`config.mk`:
```
export PLATFORM = sky130hd
export DESIGN_NAME = brbm_matrix
export DESIGN_NICKNAME = d
export VERILOG_FILES = /design/src/rtl/brbm_pkg.sv /design/src/rtl/brbm_decoder.sv /design/src/rtl/brbm_matrix.sv
export VERILOG_INCLUDE_DIRS = /design/src /design/src/rtl
export SDC_FILE = /design/constraint.sdc
export NUM_CORES = 1
export LEC_CHECK = 0
export BUFFER_PORTS_ARGS = -buffer_cell sky130_fd_sc_hd__clkbuf_2
export CAP_MARGIN = 20
export CORE_AREA = 2 2 126 128
export DETAILED_ROUTE_END_ITERATION = 6
export DIE_AREA = 0 0 128 130
export PLACE_DENSITY = 0.81
export SYNTH_ARGS = -nofsm -noshare
export SYNTH_HDL_FRONTEND = slang
export SYNTH_SLANG_ARGS = --single-unit
```
`constraint.sdc`:
```
create_clock -name mclk -period 4.3 [get_ports mclk]
set_clock_uncertainty 0.1 [all_clocks]
set_input_delay 0.86 -clock mclk [delete_from_list [all_inputs] [get_ports mclk]]
set_output_delay 0.86 -clock mclk [all_outputs]
set_load 0.1 [all_outputs]
```
`src/rtl/brbm_defs.svh`:
```
// Address map, field and reset constants for the boot remap bus matrix.
`ifndef BRBM_DEFS_SVH
`define BRBM_DEFS_SVH
`define BRBM_BOOT_BASE 32'h0000_0000
`define BRBM_FLASH_BASE 32'h0800_0000
`define BRBM_SYSMEM_BASE 32'h1fff_ec00
`define BRBM_SRAM_BASE 32'h2000_0000
`define BRBM_GPIO_BASE 32'h4800_0000
`define BRBM_PERIPH_BASE 32'h4000_0000
`define BRBM_BOOT_SIZE 32'h0001_0000
`define BRBM_FLASH_SIZE 32'h0001_0000
`define BRBM_SYSMEM_SIZE 32'h0000_0c00
`define BRBM_SRAM_SIZE 32'h0000_2000
`define BRBM_GPIO_SIZE 32'h0000_2000
`define BRBM_PERIPH_SIZE 32'h0002_0000
`define BRBM_MAP_FLASH 2'h0
`define BRBM_MAP_SYSMEM 2'h1
`define BRBM_MAP_SRAM 2'h3
`define BRBM_SIZE_BYTE 2'h0
`define BRBM_SIZE_HALF 2'h1
`define BRBM_SIZE_WORD 2'h2
`endif

```
`src/rtl/brbm_pkg.sv`:
```
// Types shared by the boot remap bus matrix.
package brbm_pkg;
    typedef enum logic [3:0] {
        brbm_slv_sram = 4'h1,
        brbm_slv_flash = 4'h2,
        brbm_slv_gpio = 4'h4,
        brbm_slv_periph = 4'h8
    } brbm_slave_type;

    typedef struct packed {
        logic valid;
        logic write;
        logic [1:0] size;
        logic [31:0] addr;
        logic [31:0] wdata;
    } brbm_req_type;

    typedef struct packed {
        logic ready;
        logic error;
        logic [31:0] rdata;
    } brbm_rsp_type;

    typedef struct packed {
        logic valid;
        logic write;
        logic [1:0] size;
        logic [3:0] strobe;
        logic [31:0] addr;
        logic [31:0] wdata;
    } brbm_slv_req_type;
endpackage

```
`src/rtl/brbm_decoder.sv`:
```
// Address decoder that applies the boot space remapping.
`timescale 1ns/1ns
`include "brbm_defs.svh"
module brbm_decoder (
    input wire logic [31:0] addr,
    input wire logic [1:0] memory_map_select,
    output logic hit,
    output brbm_pkg::brbm_slave_type slave,
    output logic [31:0] phys_addr
);
    function automatic logic in_range(input logic [31:0] a,
                                      input logic [31:0] base,
                                      input logic [31:0] size);
        in_range = (a >= base) && (a - base < size);
    endfunction

    always_comb begin
        hit = 1'b1;
        slave = brbm_pkg::brbm_slv_flash;
        phys_addr = addr;
        if (in_range(addr, `BRBM_BOOT_BASE, `BRBM_BOOT_SIZE)) begin
            case (memory_map_select)
                `BRBM_MAP_FLASH: begin
                    phys_addr = addr + `BRBM_FLASH_BASE;
                end
                `BRBM_MAP_SYSMEM: begin
                    hit = (addr < `BRBM_SYSMEM_SIZE);
                    phys_addr = addr + `BRBM_SYSMEM_BASE;
                end
                `BRBM_MAP_SRAM: begin
                    // SRAM boot leaves no alias; code must run from the base.
                    hit = 1'b0;
                end
                default: begin
                    hit = 1'b0;
                end
            endcase
        end else if (in_range(addr, `BRBM_FLASH_BASE, `BRBM_FLASH_SIZE)
                     || in_range(addr, `BRBM_SYSMEM_BASE,
                                 `BRBM_SYSMEM_SIZE)) begin
            slave = brbm_pkg::brbm_slv_flash;
        end else if (in_range(addr, `BRBM_SRAM_BASE, `BRBM_SRAM_SIZE)) begin
            slave = brbm_pkg::brbm_slv_sram;
        end else if (in_range(addr, `BRBM_GPIO_BASE, `BRBM_GPIO_SIZE)) begin
            slave = brbm_pkg::brbm_slv_gpio;
        end else if (in_range(addr, `BRBM_PERIPH_BASE,
                              `BRBM_PERIPH_SIZE)) begin
            slave = brbm_pkg::brbm_slv_periph;
        end else begin
            hit = 1'b0;
        end
    end
endmodule // brbm_decoder

```
`src/rtl/brbm_matrix.sv`:
```
// Two-master, four-slave bus matrix with boot remapping.
`timescale 1ns/1ns
`include "brbm_defs.svh"
module brbm_matrix (
    input wire logic mclk,
    input wire logic reset_n,
    input wire logic clk_en,
    input wire logic boot_select_pin,
    input wire logic boot_source_option_bit,
    input wire logic standby_exit,
    input wire logic map_write,
    input wire logic [1:0] map_wdata,
    output logic [1:0] memory_map_select,
    input wire brbm_pkg::brbm_req_type core_req,
    output brbm_pkg::brbm_rsp_type core_rsp,
    input wire brbm_pkg::brbm_req_type dma_req,
    output brbm_pkg::brbm_rsp_type dma_rsp,
    output brbm_pkg::brbm_slv_req_type slv_req,
    output logic [3:0] slv_sel,
    input wire logic slv_ready,
    input wire logic [31:0] slv_rdata
);
    typedef enum logic [3:0] {
        brbm_st_boot = 4'h1,
        brbm_st_idle = 4'h2,
        brbm_st_busy = 4'h4,
        brbm_st_err = 4'h8
    } brbm_state_type;

    function automatic logic [3:0] lane_strobe(input logic [1:0] size,
                                              input logic [1:0] ofs);
        case (size)
            `BRBM_SIZE_BYTE: lane_strobe = 4'h1 << ofs;
            `BRBM_SIZE_HALF: lane_strobe = ofs[1] ? 4'hc : 4'h3;
            default: lane_strobe = 4'hf;
        endcase
    endfunction

    function automatic logic [1:0] boot_map(input logic pin,
                                           input logic opt);
        if (!pin) begin
            boot_map = `BRBM_MAP_FLASH;
        end else if (opt) begin
            boot_map = `BRBM_MAP_SYSMEM;
        end else begin
            boot_map = `BRBM_MAP_SRAM;
        end
    endfunction

    brbm_state_type state, next_state;
    logic [1:0] next_memory_map_select;
    logic owner_dma, next_owner_dma;
    logic last_dma, next_last_dma;
    brbm_pkg::brbm_rsp_type next_core_rsp, next_dma_rsp;
    brbm_pkg::brbm_slv_req_type next_slv_req;
    logic [3:0] next_slv_sel;
    brbm_pkg::brbm_req_type pick;
    logic pick_dma;
    logic dec_hit;
    brbm_pkg::brbm_slave_type dec_slave;
    logic [31:0] dec_addr;

    brbm_decoder u_decoder (
        .addr(pick.addr),
        .memory_map_select(memory_map_select),
        .hit(dec_hit),
        .slave(dec_slave),
        .phys_addr(dec_addr)
    );

    // Round robin keeps a busy DMA from starving the core and vice versa.
    always_comb begin
        if (core_req.valid && dma_req.valid) begin
            pick_dma = !last_dma;
        end else begin
            pick_dma = dma_req.valid;
        end
        pick = pick_dma ? dma_req : core_req;
    end

    always_comb begin
        next_state = state;
        next_memory_map_select = memory_map_select;
        next_owner_dma = owner_dma;
        next_last_dma = last_dma;
        next_core_rsp = '0;
        next_dma_rsp = '0;
        next_slv_req = slv_req;
        next_slv_sel = slv_sel;
        case (state)
            brbm_st_boot: begin
                // Pin levels are taken only after reset release.
                next_memory_map_select = boot_map(boot_select_pin,
                    boot_source_option_bit);
                next_state = brbm_st_idle;
            end
            brbm_st_idle: begin
                if (standby_exit) begin
                    next_memory_map_select = boot_map(boot_select_pin,
                        boot_source_option_bit);
                end else if (map_write) begin
                    next_memory_map_select = map_wdata;
                end else if (core_req.valid || dma_req.valid) begin
                    next_owner_dma = pick_dma;
                    next_last_dma = pick_dma;
                    if (dec_hit) begin
                        next_slv_sel = dec_slave;
                        next_slv_req.valid = 1'b1;
                        next_slv_req.write = pick.write;
                        next_slv_req.addr = dec_addr;
                        next_slv_req.wdata = pick.wdata;
                        next_slv_req.size = pick.size;
                        next_slv_req.strobe = lane_strobe(pick.size,
                            dec_addr[1:0]);
                        if (dec_slave == brbm_pkg::brbm_slv_periph) begin
                            // Peripheral accesses always go out as aligned whole words.
                            next_slv_req.size = `BRBM_SIZE_WORD;
                            next_slv_req.strobe = 4'hf;
                            next_slv_req.addr = {dec_addr[31:2], 2'h0};
                        end
                        next_state = brbm_st_busy;
                    end else begin
                        next_state = brbm_st_err;
                    end
                end
            end
            brbm_st_busy: begin
                if (slv_ready) begin
                    next_slv_req.valid = 1'b0;
                    next_slv_sel = 4'h0;
                    next_core_rsp.ready = !owner_dma;
                    next_core_rsp.rdata = slv_rdata;
                    next_dma_rsp.ready = owner_dma;
                    next_dma_rsp.rdata = slv_rdata;
                    next_state = brbm_st_idle;
                end
            end
            brbm_st_err: begin
                next_core_rsp.ready = !owner_dma;
                next_core_rsp.error = !owner_dma;
                next_dma_rsp.ready = owner_dma;
                next_dma_rsp.error = owner_dma;
                next_state = brbm_st_idle;
            end
            default: begin
                next_state = brbm_st_idle;
            end
        endcase
    end

    always_ff @(posedge mclk or negedge reset_n) begin
        if (!reset_n) begin
            state <= brbm_st_boot;
            memory_map_select <= `BRBM_MAP_FLASH;
            owner_dma <= 1'b0;
            last_dma <= 1'b0;
            core_rsp <= '0;
            dma_rsp <= '0;
            slv_req <= '0;
            slv_sel <= 4'h0;
        end else if (clk_en) begin
            state <= next_state;
            memory_map_select <= next_memory_map_select;
            owner_dma <= next_owner_dma;
            last_dma <= next_last_dma;
            core_rsp <= next_core_rsp;
            dma_rsp <= next_dma_rsp;
            slv_req <= next_slv_req;
            slv_sel <= next_slv_sel;
        end
    end
endmodule // brbm_matrix

```
Word-level counts from Yosys, hierarchy flattened
Index checks and enable logic that the tools add are counted. Widths: inputs -> output; s select.

$add $sub $neg: 7. $lt $le $gt $ge: 13. Eq/ne operators: 13. Shifts and indexed selects: 1. Mux-type cells: 49. Bitwise operators: 2. Reduce and logical (&&, ||, !) cells: 19.

Operator list (number): $mux 72 (4); $mux 32 (3); $mux 67 (1); $ge 32x31->1 const B (2); $lt 32x12->1 const B (2); $lt 32x14->1 const B (2); $lt 32x17->1 const B (2); $mux 4 (16); $pmux 32 s2 (1); $sub 32x31->32 const B (2); $mux 38 (1); $add 32x28->32 const B (1); $add 32x29->32 const B (1); $ge 32x1->1 const B (1); $ge 32x28->1 const B (1); $ge 32x29->1 const B (1); $ge 32x30->1 const B (1); $lt 32x18->1 const B (1); $sub 32x28->32 const B (1); $sub 32x29->32 const B (1); $sub 32x30->32 const B (1); $pmux 4 s2 (3); $mux 1 (11); $ne 2x2->1 const B (5); other kinds (20) (39).

Register bits: 119. Input bits: 178. Logic and storage cells: 119.

Logic depth before layout (Yosys ltp)
Word-level depth: 18. Gate-level depth with buffers: 15. Depth with buffers taken out: 12.

By module
Synthesis repeated with hierarchy kept, for this count alone.

Cell total of the unflattened synthesis: 622. Area total of the unflattened synthesis: 6657.6 µm².

By module, submodules not included: brbm_matrix (instances 1, cells an instance 451, area each 5530.3 µm², sequential area each 2979.1 µm²); brbm_decoder (instances 1, cells an instance 171, area each 1127.3 µm², sequential area each 0.0 µm²).

Least setup slack after synthesis
No wires, ideal clock.

Path kind: input port to flip-flop. Start: input dma_req[67] (netlist name). End: register slv_req[0] (netlist name). Library setup time: 125 ps. Arrival: 4155 ps. Slack: -80 ps. Stages on the path: 15. Path buffers: 4. Path through: a21boi_1 > buf_2 > buf_2 > buf_2 > mux2i_1 > ha_1 > nor2b_1 > o21ai_0 > nand4_1 > nor4b_2 > o21bai_1 > a31oi_1 > a21oi_4 > buf_6 > mux2_4.

Word-level cells in the longest chain between the ends: 12. Elaborated cells between the ends (all ways): 36. Those cells by class: add/sub: 5; order compare: 13; mux: 8; reduce/logical: 10.

RTL lines: from (decl) (line brbm_matrix.sv:16) `input wire brbm_pkg::brbm_req_type dma_req,`; $logic_and 1x1->1 (line brbm_matrix.sv:73) `if (core_req.valid && dma_req.valid) begin`; $mux 1 (line brbm_matrix.sv:73); $mux 67 (line brbm_matrix.sv:78) `pick = pick_dma ? dma_req : core_req;`; $sub 32x31->32 (line brbm_decoder.sv:14) `in_range = (a >= base) && (a - base < size);`; $lt 32x18->1 (line brbm_decoder.sv:14); $logic_and 1x1->1 (line brbm_decoder.sv:14); $mux 1 (line brbm_decoder.sv:46) `` end else if (in_range(addr, `BRBM_PERIPH_BASE, ``; $mux 1 (line brbm_decoder.sv:44) `` end else if (in_range(addr, `BRBM_GPIO_BASE, `BRBM_GPIO_SIZE)) begin ``; $mux 1 (line brbm_decoder.sv:42) `` end else if (in_range(addr, `BRBM_SRAM_BASE, `BRBM_SRAM_SIZE)) begin ``; $mux 1 (line brbm_decoder.sv:38) `` end else if (in_range(addr, `BRBM_FLASH_BASE, `BRBM_FLASH_SIZE) ``; $mux 1 (line brbm_decoder.sv:21) `` if (in_range(addr, `BRBM_BOOT_BASE, `BRBM_BOOT_SIZE)) begin ``; $reduce_and 6->1 (no line); to (signal assigned) (line brbm_matrix.sv:168) `slv_req <= next_slv_req;`; to (decl) (line brbm_matrix.sv:18) `output brbm_pkg::brbm_slv_req_type slv_req,`.

Parallel ways exist; a longest one is shown, timed or not. A chain may end at the register's enable or synchronous reset.

Worst setup path in the final report
Start: input dma_req[67] (netlist name). End: register slv_req[64] (netlist name).

Word-level cells in the longest chain between the ends: 13. Elaborated cells between the ends (all ways): 52. Those cells by class: add/sub: 7; order compare: 13; eq/ne: 2; shift: 1; mux: 18; reduce/logical: 11.

RTL lines: $logic_and 1x1->1 (line brbm_matrix.sv:73); $mux 1 (line brbm_matrix.sv:73); $mux 67 (line brbm_matrix.sv:78); $sub 32x31->32 (line brbm_decoder.sv:14); $lt 32x18->1 (line brbm_decoder.sv:14); $logic_and 1x1->1 (line brbm_decoder.sv:14); $mux 4 (line brbm_decoder.sv:46); $mux 4 (line brbm_decoder.sv:44); $mux 4 (line brbm_decoder.sv:42); $mux 4 (line brbm_decoder.sv:38); $mux 4 (line brbm_decoder.sv:21); $eq 4x4->1 (line brbm_matrix.sv:115) `if (dec_slave == brbm_pkg::brbm_slv_periph) begin`; $mux 38 (line brbm_matrix.sv:115).

Parallel ways exist; a longest one is shown, timed or not.

==> key figures <==
Status
  – Outcome: finished, final reports clean

Hold path
  – Tightest Hold Check Type: in2async

Timing
  – Period utilization: 0.8672
  – Sum of negative setup slack: 0 ns
  – Final hold viol count: 0
  – Post-layout min period: 3.729 ns
  – Worst-Margin Slew: 0.7262 ns
  – F_max: 0.2682 GHz
  – Max Slew Vio Count: 0
  – Max-slew headroom: 0.5129
  – Unrepaired setup endpoints after global routing: false
  – Setup violators final: 0

Global route
  – Total gr overflow: 0
  – Pin count of the biggest net entering global routing: 65
  – Vias in the first global route: 6209
  – Overall routing resource usage: 0.2407
  – Initial antenna violation count: 0
  – First-pass GRT wire length: 31.57 mm

Power and ir drop
  – Internal power: 2.308 mW
  – Switching part of the total: 0.3085
  – Clk pwr share: 0.427
  – Psw: 1.029 mW
  – Max IR drop VDD: 0.3206 mV
  – Reg power frac: 0.357
  – PD cells: 353.3 mW/mm^2
  – Logic gate share of total power: 0.216
  – P_leak: 5.291 nW

Setup path
  – CP endpoint kind: flip-flop
  – Worst R2R Setup Slack: 0.64 ns
  – CP max FO: 43
  – CP arrival: 3.92 ns
  – CP max stage cell: mux2_2
  – Crit path cell chain: clkbuf_2, a21boi_4, mux2_2, inv_1, ha_1, nor2b_1, o21ai_0, nand4_1, nor4b_2, o21bai_1, a31oi_2, a21oi_4, buf_12, mux2_4
  – Worst reg-to-reg path cell count: 13
  – Worst Setup Start Kind: input pin
  – CP Class: in2reg
  – Worst Path Buf+Inv: 3
  – CP delay by family, top: compound AO/OA/AOI/OAI gates
  – Reg-to-Reg End: slv_req[64]
  – Slowest cell delay on critical path: 0.40 ns
  – Worst r2r src: last_dma
  – Required time of the critical path: 4.49 ns

Floorplanning
  – # rows: 46
  – Initial core utilization: 0.4659
  – DIE AREA: 0.01664 mm^2
  – Io pins: 324
  – Die width: 128 um
  – Die Height: 130 um
  – Core box area: 0.01542 mm^2

Logic synthesis
  – Syn Area/Cell: 10.01 um^2
  – Post-synthesis sequential area ratio: 0.4146
  – Synthesized area: 0.007186 mm^2
  – Post-synth ARST share: 1.000
  – Post-Synthesis Cells: 718
  – Unique masters post-synth: 67
  – Mapped Nets: 902
  – Flop and latch count out of synthesis: 119
  – Warnings from Yosys: 0
  – Number of flops mapped to enable cells by yosys: 0
  – Main synth FF type: dfrtp_1

Detailed routing
  – DRT iter0 DRCs: 406
  – Total number of vias: 6597
  – Met2 WL: 10.27 mm
  – Wirelength, routed: 20.92 mm
  – Met1 WL: 8.690 mm
  – Vias/cell: 5.412
  – Highest metal used: met4
  – WL/cell: 17.16 um
  – TritonRoute pass-1 iters: 5
  – Final antenna-violating net count: 0
  – Met3 WL: 1.264 mm
  – Drt drc: 0

Final layout
  – Post-synthesis to final-layout area growth: 31.46%
  – Fillers: 1269
  – Final-stage net count: 1198
  – Share of cells above drive strength 1: 0.4557
  – Non-filler cells in the finished layout: 1219
  – Reg area: 0.002979 mm^2
  – Leading cell type in the layout, fill and taps excluded: clkbuf_2
  – Ant diodes: 0
  – Commonest cells after routing, fill and taps aside: 322 x clkbuf_2, 165 x nand2_1, 118 x dfrtp_1, 67 x mux2_4, 33 x a22o_1
  – Area of the multi-input gates: 0.003756 mm^2

Clock tree
  – Clock sinks: 119
  – H-tree lvl count: 4
  – CTS tree: yes
  – Worst-case clock buffer depth: 2
  – CTS Buf Count: 17
  – Clock slew at reported path FFs: 0.06 ns
  – Worst skew pair latency: 0.41 ns
  – Root Buffer: clkbuf_16
  – Post-CTS Resized: 0
  – # hold bufs at CTS: 0
  – Postcts setup bufs: 0

Place
  – Placed instance count: 1186
  – Final weighted congestion in routability-driven placement: 0.9289
  – IO Port Bufs: 323
  – Detail Placement HPWL: 15.74 mm

Run
  – Max Cap Viol: 0
per-stage QoR:
step	instance area (um^2)	total power [mW]	worst slack (ns)	hold slack, ns	utilization
after floorplan	7192	1.663	0.02422	0.4155	-
after global placement	8816	1.910	0.2624	0.3731	0.5715
after detailed placement	8816	1.918	0.2035	0.3810	0.5715
after CTS	9419	3.352	0.6301	0.3978	0.6106
after global routing	9447	3.472	0.3476	0.4193	0.6124
final	9447	3.337	0.5712	0.3890	0.6124
power by group through the flow:
stage	Combinational (mW)	Clock (mW)	Sequential, mW
2_1_floorplan	0.383	0	1.28
3_3_place_gp	0.702	0	1.21
3_5_place_dp	0.709	0	1.21
4_1_cts	0.716	1.45	1.19
5_1_grt	0.789	1.49	1.19
6_report	0.722	1.43	1.19
worst reg2reg max path, delay by kind of cell, from the launching register on:
family	cells	cell delay, ns
AO/OA/AOI/OAI	5	0.95
adder cells (fa/ha/maj)	1	0.26
multiplexers	2	0.77
AND/OR/NAND/NOR	3	0.63
flip-flops	1	0.47
buffers and inverters	2	0.37
cell type report:
type	instances	share of cell area
Sequential cell	119	0.3154
Clock buffer	21	0.05086
Clock inverter	11	0.01298
Inverter	13	0.005166
Multi-Input combinational cell	521	0.3976
Tap cell	192	0.02543
Timing Repair Buffer	342	0.1926
cell families (layout without fill, tap and decap cells):
logic type / Yosys count / after routing / share of synthesized area
simple gates: 281 / 281 / 0.1802
compound gates: 123 / 123 / 0.1280
flops: 119 / 119 / 0.4146
mux: 98 / 98 / 0.1849
buf+inv: 78 / 387 / 0.06599
xor+xnor: 13 / 13 / 0.01585
fa+ha+maj: 6 / 6 / 0.01045
Yosys cell counts, types with 2 or more instances:
master,number,area [um^2]
xnor2_1,12,105.1
buf_1,3,11.26
o22ai_1,3,18.77
o21ai_1,6,30.03
nand2_1,165,619.3
o21ba_2,2,20.02
o211ai_1,3,22.52
nor3_1,19,95.09
mux2_4,67,1006
nor2b_1,7,43.79
and2_1,3,18.77
a2111oi_0,2,17.52
nor4_1,17,106.4
buf_2,4,20.02
o31ai_1,4,30.03
buf_4,33,247.7
o2bb2ai_1,4,35.03
mux2i_1,23,230.2
nand2b_1,2,12.51
a31oi_1,3,18.77
o21ai_0,19,95.09
mux2_2,6,67.56
a22o_1,33,289.0
a2111o_1,2,22.52
o21a_1,3,22.52
or3_1,2,12.51
nor2_1,27,101.4
nand4_1,9,56.30
a211oi_1,2,15.01
clkbuf_1,18,67.56
or4_1,2,15.01
buf_6,7,78.83
dfrtp_1,118,2953
ha_1,6,75.07
nor4_4,2,42.54
o221ai_1,3,26.28
or2_2,2,12.51
inv_1,12,45.04
a21oi_1,16,80.08
nand3_1,13,65.06
o21bai_1,3,22.52
nand3b_1,5,37.54
o22a_1,2,17.52
metal layers:
| layer | vias to the layer above | GRT usage |
|---|---|---|
| li1 | 3124 | - |
| met1 | 3114 | 0.3002 |
| met2 | 308 | 0.4023 |
| met3 | 51 | 0.05166 |
| met4 | 0 | 0.1125 |
| met5 | - | 0 |
worst max-delay path by stage:
stage	from	to	slack [ns]	cells past startpoint
3_5_place_dp	dma_req[67]	slv_req[17]	0.20	14
5_1_grt	dma_req[67]	slv_req[7]	0.35	11
4_1_cts	dma_req[67]	slv_req[13]	0.63	14
3_3_place_gp	dma_req[67]	slv_req[9]	0.26	11
2_1_floorplan	dma_req[67]	slv_req[0]	0.02	15
6_report	dma_req[67]	slv_req[64]	0.57	14
state kept, by name, indices dropped and copies added (netlist names):
| register | count |
|---|---|
| state | 4 |
| slv_sel | 4 |
| core_rsp | 2 |
| last_dma | 1 |
| slv_req | 72 |
| dma_rsp | 34 |
| memory_map_select | 2 |
No activity file was read; power rests on OpenSTA's default activity.
